--- config.mk ---
export PLATFORM = sky130hd
export DESIGN_NAME = mmbd_top
export DESIGN_NICKNAME = d
export VERILOG_FILES = /design/src/inc/mmbd_pkg.sv /design/src/hdl/mmbd_gpr_ram.sv /design/src/hdl/mmbd_top.sv
export SDC_FILE = /design/constraint.sdc
export NUM_CORES = 2
export LEC_CHECK = 0
export BUFFER_PORTS_ARGS = -buffer_cell sky130_fd_sc_hd__buf_2
export CAP_MARGIN = 20
export CORE_ASPECT_RATIO = 2
export CORE_MARGIN = 2
export CORE_UTILIZATION = 63
export CTS_CLUSTER_SIZE = 24
export DETAILED_ROUTE_END_ITERATION = 7
export GPL_TIMING_DRIVEN = 0
export PLACE_DENSITY = 0.8
export SLEW_MARGIN = 20
export SYNTH_ARGS = -nofsm -noshare
export SYNTH_HDL_FRONTEND = slang
export SYNTH_SLANG_ARGS = --single-unit
--- constraint.sdc ---
create_clock -name i_sys_clk -period 4.2 [get_ports i_sys_clk]
set_clock_uncertainty 0.1 [all_clocks]
set_input_delay 0 -clock i_sys_clk [delete_from_list [all_inputs] [get_ports i_sys_clk]]
set_output_delay 0 -clock i_sys_clk [all_outputs]
set_load 0.1 [all_outputs]
--- src/inc/mmbd_pkg.sv ---
// Shared constants and types for the memory map and bank decoder
package mmbd_pkg;
  localparam int PC_W        = 13;
  localparam int DADDR_W     = 9;
  localparam int GPR_DEPTH   = 128;
  localparam int GPR_IDX_W   = 7;
  localparam int PROG_WORDS  = 2048;
  localparam int INSTR_W     = 14;
  localparam logic [12:0] RESET_VEC = 13'h0000;
  localparam logic [12:0] IRQ_VEC   = 13'h0004;
  // Core register offsets, bank 0 view; the bank 1 copy sits 80h above
  localparam logic [6:0] OFS_WINDOW = 7'h00;
  localparam logic [6:0] OFS_PCL    = 7'h02;
  localparam logic [6:0] OFS_STATUS = 7'h03;
  localparam logic [6:0] OFS_FSR    = 7'h04;
  localparam logic [6:0] OFS_INSTR_COUNTER_UPPER_LATCH = 7'h0a;
  localparam logic [6:0] OFS_INTERRUPT_CONTROL = 7'h0b;
  localparam logic [6:0] OFS_GPR_LO = 7'h20;
  localparam logic [6:0] OFS_B1_TOP = 7'h3f;
  localparam logic [6:0] GPR_B1_BASE = 7'h60;
  // Status bit positions
  localparam int ST_IRP  = 7;
  localparam int ST_BSH  = 6;
  localparam int ST_BSL  = 5;
  localparam int ST_TO   = 4;
  localparam int ST_PD   = 3;
  localparam logic [7:0] STATUS_RST = 8'h18;
  localparam logic [7:0] BYTE_RST   = 8'h00;

  typedef enum logic [3:0] {
    MMBD_R_NONE, MMBD_R_WIN, MMBD_R_PCL, MMBD_R_STATUS, MMBD_R_FSR,
    MMBD_R_INSTR_COUNTER_UPPER_LATCH, MMBD_R_INTERRUPT_CONTROL, MMBD_R_GPR, MMBD_R_PERIPH
  } mmbd_region_t;

  typedef struct packed {
    mmbd_region_t         region;
    logic [GPR_IDX_W-1:0] gpr_idx;
  } mmbd_dec_t;

  typedef struct packed {
    logic       rd;
    logic       wr;
    logic [6:0] offset;
    logic [7:0] wdata;
  } mmbd_dreq_t;

  typedef struct packed {
    logic       rd;
    logic       wr;
    logic [7:0] addr;
    logic [7:0] wdata;
  } mmbd_periph_t;
endpackage : mmbd_pkg

--- src/hdl/mmbd_gpr_ram.sv ---
// General purpose register storage, flip-flop array
`timescale 1ns/1ps
module mmbd_gpr_ram #(
  parameter int DEPTH = mmbd_pkg::GPR_DEPTH,
  parameter int IDX_W = mmbd_pkg::GPR_IDX_W
) (
  input  wire logic             i_sys_clk,
  input  wire logic             i_nrst,
  input  wire logic             i_we,
  input  wire logic [IDX_W-1:0] i_idx,
  input  wire logic [7:0]       i_wdata,
  output logic      [7:0]       o_rdata
);
  logic [7:0] mem_r [DEPTH];

  // Cleared at reset so reads before first write are defined
  always_ff @(posedge i_sys_clk or negedge i_nrst) begin
    if (!i_nrst) begin
      for (int k = 0; k < DEPTH; k++) begin
        mem_r[k] <= mmbd_pkg::BYTE_RST;
      end
    end else if (i_we && (int'(i_idx) < DEPTH)) begin
      mem_r[i_idx] <= i_wdata;
    end
  end

  assign o_rdata = (int'(i_idx) < DEPTH) ? mem_r[i_idx] : mmbd_pkg::BYTE_RST;
endmodule : mmbd_gpr_ram

--- src/hdl/mmbd_top.sv ---
// Program counter, bank select and data address decode with core registers
`timescale 1ns/1ps
module mmbd_top #(
  parameter int PROG_WORDS = mmbd_pkg::PROG_WORDS
) (
  input  wire logic                      i_sys_clk,
  input  wire logic                      i_nrst,
  input  wire logic                      i_pc_inc,
  input  wire logic                      i_pc_jump,
  input  wire logic [10:0]               i_jump_target,
  input  wire logic                      i_irq_entry,
  input  wire logic                      i_flags_we,
  input  wire logic [2:0]                i_flags,
  input  wire logic [1:0]                i_to_pd,
  input  wire mmbd_pkg::mmbd_dreq_t      i_dreq,
  input  wire logic [7:0]                i_periph_rdata,
  output logic [mmbd_pkg::PC_W-1:0]      o_pc,
  output logic [$clog2(PROG_WORDS)-1:0]  o_prog_addr,
  output logic [7:0]                     o_rd_data,
  output logic [7:0]                     o_status,
  output logic [7:0]                     o_interrupt_control,
  output mmbd_pkg::mmbd_periph_t         o_periph
);
  localparam int PA_W = $clog2(PROG_WORDS);

  logic [12:0] pc_r;
  logic [7:0]  status_r;
  logic [7:0]  fsr_r;
  logic [7:0]  instr_counter_upper_latch_r;
  logic [7:0]  interrupt_control_r;
  logic [7:0]  rd_data_r;
  logic [7:0]  gpr_rdata;
  logic [7:0]  status_view;
  logic [8:0]  eff_addr;
  logic        indirect;
  mmbd_pkg::mmbd_dec_t dec;

  function automatic logic periph_here(input logic [7:0] a);
    unique case (a)
      8'h01, 8'h05, 8'h06, 8'h07, 8'h0c, 8'h0e, 8'h0f, 8'h10, 8'h11, 8'h12,
      8'h15, 8'h16, 8'h17, 8'h1e, 8'h1f, 8'h81, 8'h85, 8'h86, 8'h87, 8'h8c,
      8'h8e, 8'h92, 8'h9f: periph_here = 1'b1;
      default: periph_here = 1'b0;
    endcase
  endfunction : periph_here

  // Bank 1 RAM folds above the 96 bank 0 bytes
  function automatic mmbd_pkg::mmbd_dec_t decode(input logic [8:0] a);
    logic [6:0] ofs;
    ofs = a[6:0];
    decode.gpr_idx = '0;
    decode.region  = mmbd_pkg::MMBD_R_NONE;
    if (a[8] == 1'b0) begin
      unique case (ofs)
        mmbd_pkg::OFS_WINDOW: decode.region = mmbd_pkg::MMBD_R_WIN;
        mmbd_pkg::OFS_PCL:    decode.region = mmbd_pkg::MMBD_R_PCL;
        mmbd_pkg::OFS_STATUS: decode.region = mmbd_pkg::MMBD_R_STATUS;
        mmbd_pkg::OFS_FSR:    decode.region = mmbd_pkg::MMBD_R_FSR;
        mmbd_pkg::OFS_INSTR_COUNTER_UPPER_LATCH: decode.region = mmbd_pkg::MMBD_R_INSTR_COUNTER_UPPER_LATCH;
        mmbd_pkg::OFS_INTERRUPT_CONTROL: decode.region = mmbd_pkg::MMBD_R_INTERRUPT_CONTROL;
        default: begin
          if (ofs >= mmbd_pkg::OFS_GPR_LO) begin
            if (a[7] == 1'b0) begin
              decode.region  = mmbd_pkg::MMBD_R_GPR;
              decode.gpr_idx = ofs - mmbd_pkg::OFS_GPR_LO;
            end else if (ofs <= mmbd_pkg::OFS_B1_TOP) begin
              decode.region  = mmbd_pkg::MMBD_R_GPR;
              decode.gpr_idx = (ofs - mmbd_pkg::OFS_GPR_LO) + mmbd_pkg::GPR_B1_BASE;
            end
          end else if (periph_here(a[7:0])) begin
            decode.region = mmbd_pkg::MMBD_R_PERIPH;
          end
        end
      endcase
    end
  endfunction : decode

  assign indirect = (i_dreq.offset == mmbd_pkg::OFS_WINDOW);
  assign eff_addr = indirect ? {status_r[mmbd_pkg::ST_IRP], fsr_r}
                             : {status_r[mmbd_pkg::ST_BSH:mmbd_pkg::ST_BSL], i_dreq.offset};
  assign dec = decode(eff_addr);

  assign status_view = {status_r[7:5], i_to_pd, status_r[2:0]};

  mmbd_gpr_ram #(
    .DEPTH (mmbd_pkg::GPR_DEPTH),
    .IDX_W (mmbd_pkg::GPR_IDX_W)
  ) u_gpr (
    .i_sys_clk (i_sys_clk),
    .i_nrst    (i_nrst),
    .i_we      (i_dreq.wr && (dec.region == mmbd_pkg::MMBD_R_GPR)),
    .i_idx     (dec.gpr_idx),
    .i_wdata   (i_dreq.wdata),
    .o_rdata   (gpr_rdata)
  );

  // Vectors and priority: interrupt, jump, low byte write, step
  always_ff @(posedge i_sys_clk or negedge i_nrst) begin
    if (!i_nrst) begin
      pc_r <= mmbd_pkg::RESET_VEC;
    end else if (i_irq_entry) begin
      pc_r <= mmbd_pkg::IRQ_VEC;
    end else if (i_pc_jump) begin
      pc_r <= {instr_counter_upper_latch_r[4:3], i_jump_target};
    end else if (i_dreq.wr && (dec.region == mmbd_pkg::MMBD_R_PCL)) begin
      pc_r <= {instr_counter_upper_latch_r[4:0], i_dreq.wdata};
    end else if (i_pc_inc) begin
      pc_r <= pc_r + 13'h0001;
    end
  end

  // Data write wins over ALU flag update in the same cycle
  always_ff @(posedge i_sys_clk or negedge i_nrst) begin
    if (!i_nrst) begin
      status_r <= mmbd_pkg::STATUS_RST;
    end else if (i_dreq.wr && (dec.region == mmbd_pkg::MMBD_R_STATUS)) begin
      status_r <= {i_dreq.wdata[7:5], status_r[4:3], i_dreq.wdata[2:0]};
    end else if (i_flags_we) begin
      status_r[2:0] <= i_flags;
    end
  end

  always_ff @(posedge i_sys_clk or negedge i_nrst) begin
    if (!i_nrst) begin
      fsr_r    <= mmbd_pkg::BYTE_RST;
      instr_counter_upper_latch_r <= mmbd_pkg::BYTE_RST;
      interrupt_control_r <= mmbd_pkg::BYTE_RST;
    end else if (i_dreq.wr) begin
      if (dec.region == mmbd_pkg::MMBD_R_FSR) begin
        fsr_r <= i_dreq.wdata;
      end
      if (dec.region == mmbd_pkg::MMBD_R_INSTR_COUNTER_UPPER_LATCH) begin
        instr_counter_upper_latch_r <= {3'h0, i_dreq.wdata[4:0]};
      end
      if (dec.region == mmbd_pkg::MMBD_R_INTERRUPT_CONTROL) begin
        interrupt_control_r <= i_dreq.wdata;
      end
    end
  end

  always_ff @(posedge i_sys_clk or negedge i_nrst) begin
    if (!i_nrst) begin
      rd_data_r <= mmbd_pkg::BYTE_RST;
    end else if (i_dreq.rd) begin
      unique case (dec.region)
        mmbd_pkg::MMBD_R_PCL:    rd_data_r <= pc_r[7:0];
        mmbd_pkg::MMBD_R_STATUS: rd_data_r <= status_view;
        mmbd_pkg::MMBD_R_FSR:    rd_data_r <= fsr_r;
        mmbd_pkg::MMBD_R_INSTR_COUNTER_UPPER_LATCH: rd_data_r <= instr_counter_upper_latch_r;
        mmbd_pkg::MMBD_R_INTERRUPT_CONTROL: rd_data_r <= interrupt_control_r;
        mmbd_pkg::MMBD_R_GPR:    rd_data_r <= gpr_rdata;
        mmbd_pkg::MMBD_R_PERIPH: rd_data_r <= i_periph_rdata;
        default:                 rd_data_r <= mmbd_pkg::BYTE_RST;
      endcase
    end
  end

  // Fetch bus independent of data port
  assign o_prog_addr    = pc_r[PA_W-1:0];
  assign o_pc           = pc_r;
  assign o_rd_data      = rd_data_r;
  assign o_status       = status_view;
  assign o_interrupt_control       = interrupt_control_r;
  assign o_periph.rd    = i_dreq.rd && (dec.region == mmbd_pkg::MMBD_R_PERIPH);
  assign o_periph.wr    = i_dreq.wr && (dec.region == mmbd_pkg::MMBD_R_PERIPH);
  assign o_periph.addr  = eff_addr[7:0];
  assign o_periph.wdata = i_dreq.wdata;

  AST_IRQ_VECTOR: assert property (@(posedge i_sys_clk) disable iff (!i_nrst)
    i_irq_entry |=> (pc_r == 13'h0004))
    else $error("interrupt entry did not reach vector four");

  AST_FETCH_STEP: assert property (@(posedge i_sys_clk) disable iff (!i_nrst)
    (i_pc_inc && !i_irq_entry && !i_pc_jump && !i_dreq.wr) |=> (pc_r == $past(pc_r) + 13'h0001))
    else $error("counter did not step by one");

  AST_WRAP: assert property (@(posedge i_sys_clk) disable iff (!i_nrst)
    (i_pc_inc && !i_irq_entry && !i_pc_jump && !i_dreq.wr && (&pc_r[PA_W-1:0]))
      |=> (o_prog_addr == '0))
    else $error("fetch address did not wrap");

  AST_JUMP_LATCH: assert property (@(posedge i_sys_clk) disable iff (!i_nrst)
    (i_pc_jump && !i_irq_entry) |=> (pc_r[10:0] == $past(i_jump_target))
      && (pc_r[12:11] == $past(instr_counter_upper_latch_r[4:3])))
    else $error("jump did not take upper bits from latch");

  AST_PCL_WRITE: assert property (@(posedge i_sys_clk) disable iff (!i_nrst)
    (i_dreq.wr && dec.region == mmbd_pkg::MMBD_R_PCL && !i_irq_entry && !i_pc_jump)
      |=> (pc_r == {$past(instr_counter_upper_latch_r[4:0]), $past(i_dreq.wdata)}))
    else $error("low byte write did not load full counter");

  AST_UNIMPL_ZERO: assert property (@(posedge i_sys_clk) disable iff (!i_nrst)
    (i_dreq.rd && (dec.region == mmbd_pkg::MMBD_R_NONE || dec.region == mmbd_pkg::MMBD_R_WIN))
      |=> (o_rd_data == 8'h00))
    else $error("unimplemented location read nonzero");

  AST_HIGH_BANK: assert property (@(posedge i_sys_clk) disable iff (!i_nrst)
    (i_dreq.rd && !indirect && status_r[mmbd_pkg::ST_BSH]) |=> (o_rd_data == 8'h00))
    else $error("bank two or three read nonzero");

  AST_MIRROR: assert property (@(posedge i_sys_clk) disable iff (!i_nrst)
    (i_dreq.rd && !indirect && !status_r[mmbd_pkg::ST_BSH]
      && i_dreq.offset == mmbd_pkg::OFS_FSR) |=> (o_rd_data == $past(fsr_r)))
    else $error("pointer not seen in both banks");

  AST_WINDOW: assert property (@(posedge i_sys_clk) disable iff (!i_nrst)
    (i_dreq.wr && indirect && fsr_r == 8'h84 && !status_r[mmbd_pkg::ST_IRP])
      |=> (fsr_r == $past(i_dreq.wdata)))
    else $error("window write did not reach pointed location");
endmodule : mmbd_top

==> flow_summary.yaml, run 1 <==
clocking:
  clock_sinks: 1072
  clk_path_buf_depth: 3
  cts-root-buf: "clkbuf_16"
  cts_htree_levels: 3
  cts_made_buffers: 92
status:
  stop_stage: "global routing (5_1_grt)"
  error: "[ERROR GRT-0116] Global routing finished with congestion. Check the congestion regions in the DRC Viewer."
  outcome: "aborted with a tool error"
global_route:
  grt_usage_pct: 70.5
  grt_overflow_total: 43
  grt_pass1_wl_um: 396000
  grt_pass1_vias: 46700
  grt_max_degree: 146
synth:
  async_flop_share_pct: 100
  synth-edff-count: 0
  synth.distinct_cells: 97
  ys_seq_area_share_pct: 53.4
  ys_warn_count: 0
  syn-cell-area_um2: 50200
  avgSynthCellArea_um2: 12.7
  netlist_instances: 3952
  synth_top_flop_cell: "dfrtp_1"
  synth-seq-cells: 1072
  synth.net_count: 4002
floorplan:
  die-width_um: 204
  num_rows: 146
  die_h_um: 403
  initial_utilization_pct: 63.5
  ios: 113
place:
  place.gp.congestion: 1.07
  hpwlAfterDp_um: 174000
  port_buffers: 101
## synth_stat cells, drive strengths merged (49+ instances only)
library cell,n,area share (%)
o22a,60,1.0
buf,153,1.8
o22ai,141,1.8
nor2,193,2.1
dfrtp,1072,53
or3,75,0.94
nand2,134,1.3
clkbuf,174,1.3
nor3,173,1.9
a21o,54,0.81
o32ai,60,1.0
mux2,1048,24
a21oi,63,0.64
a31oi,55,0.70
o21ai,49,0.50
nor4,50,0.71
## per-stage QoR
stage / cells / cell area, µm² / TNS (ns) / worst slack (ns)
2_1_floorplan: 3952 / 50200 / 0 / 0.122
3_3_place_gp: 5089 / 52000 / - / -19.91
3_5_place_dp: 5112 / 52600 / -1368.37 / -2.57
4_1_cts: 5470 / 60800 / -7.48 / -0.165
## metal layers
metal,overflow,GRT usage [%]
met5,0,15.9
met3,0,48.9
met1,1,71.2
met2,18,90.0
met4,24,73.0
## timing repair
| action | in CTS |
|---|---|
| buffers inserted | 151 |
| pin swaps | 112 |
| gates cloned | 1 |
| hold buffers | 43 |
| resized for setup | 659 |
| endpoints found under the setup margin | 1072 |
| hold endpoints to repair | 620 |
## logic make-up after synthesis
group	share of synthesized area, %
AND/OR/NAND/NOR	8.31
AO/OA/AOI/OAI	10.6
flip-flops	53.4
adder cells (fa/ha/maj)	0.0748
XOR/XNOR	0.227
buffers and inverters	3.32
multiplexers	24.0
==> inputs of run 2 (changes only) <==
--- a/config.mk
+++ b/config.mk
@@ -7,13 +7,11 @@
 export LEC_CHECK = 0
 export BUFFER_PORTS_ARGS = -buffer_cell sky130_fd_sc_hd__buf_2
 export CAP_MARGIN = 20
-export CORE_ASPECT_RATIO = 2
 export CORE_MARGIN = 2
-export CORE_UTILIZATION = 63
-export CTS_CLUSTER_SIZE = 24
+export CORE_UTILIZATION = 40
 export DETAILED_ROUTE_END_ITERATION = 7
 export GPL_TIMING_DRIVEN = 0
-export PLACE_DENSITY = 0.8
+export PLACE_DENSITY_LB_ADDON = 0.15
 export SLEW_MARGIN = 20
 export SYNTH_ARGS = -nofsm -noshare
 export SYNTH_HDL_FRONTEND = slang
==> run 2 against run 1 <==
Against the previous run:
- area after synthesis stayed put
- synthesized cell count stayed put
- the flow now finishes, with violations (setup timing)
==> flow_summary.yaml, run 2 <==
status:
  outcome: "finished, violations left"
  violations: "setup timing"
detailed_routing:
  drtAntennaViolNets: 0
  drtIter0Drc: 5782
  wl_per_cell_um: 40.4
  avgViaCountPerCell: 6.59
  drt-total-wl_um: 251000
  drc_errors: 0
  vias: 40900
  drt-pass1-iter-count: 8
synth:
  syn-cell-area_um2: 50200
  synth-seq-cells: 1072
  yosysMostFrequentCell: "dfrtp_1"
  synth-edff-count: 0
  ys_warn_count: 0
  yosysTopAreaCell: "dfrtp_1"
  synth_area_leaders: "dfrtp_1 (53%), mux2_2 (23%), o22ai_1 (1.8%)"
  avgSynthCellArea_um2: 12.7
  synth_top_area_share_pct: 53.4
  synth.distinct_cells: 97
  netlist_instances: 3952
  synth.net_count: 4002
  ys_seq_area_share_pct: 53.4
  ys_top_cells_by_count: "dfrtp_1 (1,072), mux2_2 (1,009), clkbuf_1 (173)"
  synth_top_flop_cell: "dfrtp_1"
  async_flop_share_pct: 100
timing:
  setup_slack_ns: -0.245
  finalCriticalPeriod_ns: 4.44
  grt_setup_unrepaired: "true"
  setup_viol: 9
  hold_viol: 0
  report.final.slew_viol_count: 0
  tightest_slew_ns: 1.33
  slew_headroom_pct: 11.2
  period_share_pct: 106
  fmax_mhz: 225
  tns_ns: -1.06
cells_and_area:
  regMostFlops: "u_gpr.mem_r"
  fin_util_pct: 51.4
  layout_common_cells: "dfrtp_1 (1,068), mux2_2 (1,009), buf_4 (182)"
  largest_register_ff_count: 1024
  layout.nets: 4513
  layout_commonest_cell: "dfrtp_1"
  areaGrowthSynthToFinish_pct: 27.1
  drive_gt1_share_pct: 46.1
setup_path:
  slowest_delay_ns: 0.56
  path_class: "flip-flop to flip-flop"
  reg2reg_from: "fsr_r[6]$_DFFE_PN0P_"
  end_kind: "flip-flop"
  critPathBufInv: 2
  cp_cell_sequence: "a21oi_4, ha_1, o211ai_1, nor4_4, a211o_4, or2_4, buf_12, buf_6, o22ai_1, or3_1, o31ai_4, a41oi_4, o31ai_4"
  required_ns: 4.75
  cp_top_family: "compound AO/OA/AOI/OAI gates"
  reg2reg_to: "o_rd_data[2]$_DFFE_PN0P_"
  critPathMaxFanout: 10
  worst_path_most_repeated_cell: "o31ai_4"
  crit_arrival_ns: 4.99
  cp-start-kind: "flip-flop"
  reg2reg_slack_ns: -0.24
  rr_worst_depth: 13
  slowest_stage: "nor4_4"
clocking:
  clock_sinks: 1072
  clk_latency_ns: 0.76
  cts_made_buffers: 116
  clk_path_buf_depth: 3
  cts-root-buf: "clkbuf_16"
  cts_htree_levels: 3
  path_clk_slew_ns: 0.06
  cts_tree: "done"
floorplan:
  dieArea_um2: 128000
  initial_utilization_pct: 40.4
  num_rows: 129
  die_h_um: 358
  die-width_um: 358
  ios: 113
  core-area_um2: 124000
power:
  power.leakage_uw: 0.0304
  ir_drop_mv: 0.366
  p_per_area_nw_per_um2: 509
global_route:
  grt_pass1_wl_um: 338000
  grt_usage_pct: 38.8
  antenna_found_initial: 24
  grt_pass1_vias: 39200
  grt_max_degree: 128
  grt_overflow_total: 0
worst_hold_path:
  min_to: "o_pc[8]$_DFFE_PN0P_"
  min_path_cells: 5
  min_path_type: "primary input to flip-flop"
  min-delay-start: "i_jump_target[8]"
run:
  maxCapViolations: 0
place:
  port_buffers: 101
  hpwlAfterDp_um: 164000
  place.gp.congestion: 1.00
[run 2: cell counts after synthesis]
Identical to the previous run, type by type.
[run 2: cells by family after synthesis]
logic type                 Yosys count  synth area share, %
AOI/OAI and AO/OA                  718                 10.6
DFF                               1072                 53.4
xor gates and xnor gates            13                0.227
adders and majority gates            3               0.0748
buffers and inverters              350                 3.32
and+or+nand+nor                    722                 8.31
muxes                             1074                 24.0
[run 2: layer usage]
metal	share of wire (%)	vias to the layer above	GRT usage, %
li1	-	15900	-
met1	39	21400	50.6
met2	41	2755	54.3
met3	12	793	12.8
met4	8.5	20	26.7
met5	0.092	-	0.556
[run 2: cell type report]
type | instances | area, µm²
multi-input cells | 2530 | 23500
inverters | 23 | 88.8
clock buffers | 172 | 3450
clock inverters | 41 | 423
flip-flops and latches | 1072 | 26800
well taps | 1637 | 2050
diodes | 11 | 27.5
fillers | 10800 | 60300
plain buffers | 323 | 3360
repair buffers | 397 | 4130
[run 2: worst reg2reg max path, stage by stage (launching register included)]
cell and delay (ns):
dfrtp_2 0.47, a21oi_4 0.20, ha_1 0.16, o211ai_1 0.13, nor4_4 0.56, a211o_4 0.30
or2_4 0.25, buf_12 0.22, buf_6 0.35, o22ai_1 0.19, or3_1 0.38, o31ai_4 0.38
a41oi_4 0.33, o31ai_4 0.33
[run 2: worst max path at each step]
| stage | startpoint | endpoint | cells past startpoint |
|---|---|---|---|
| after floorplan | fsr_r[2]$_DFFE_PN0P_ | o_periph[17] | 7 |
| after global placement | i_nrst | u_gpr.mem_r[587]$_DFFE_PN0P_ | 1 |
| after detailed placement | i_dreq[14] | o_rd_data[2]$_DFFE_PN0P_ | 18 |
| after CTS | fsr_r[6]$_DFFE_PN0P_ | o_rd_data[2]$_DFFE_PN0P_ | 14 |
| after global routing | fsr_r[6]$_DFFE_PN0P_ | o_rd_data[6]$_DFFE_PN0P_ | 15 |
| final | fsr_r[6]$_DFFE_PN0P_ | o_rd_data[2]$_DFFE_PN0P_ | 13 |
[run 2: power by group]
group          total (µW)  internal [µW]  switching, µW
combinational        9950           3280           6670
sequential          11900          11300            618
clock               10700           6080           4590
[run 2: per-stage QoR]
step | cells | power, µW | hold WS (ns) | worst slack (ns) | area (µm²)
after floorplan | 3952 | 16000 | -0.396 | 0.122 | 50200
after global placement | 5690 | 19700 | 0.119 | -21.62 | 52800
after detailed placement | 5719 | 19900 | -0.170 | -3.05 | 53400
after CTS | 6126 | 31600 | 0.00412 | -0.0657 | 62200
after global routing | 6195 | 33000 | 0.0763 | -0.169 | 63800
final | 6206 | 32500 | 0.0168 | -0.245 | 63800
[run 2: timing repair]
item,CTS,global route
resized for setup,593,175
setup endpoints to repair,1051,922
hold endpoints to repair,705,0
setup buffers,151,69
cloned,0,0
hold buffers,47,0
pin swaps,130,72
No activity file was read; power rests on OpenSTA's default activity.
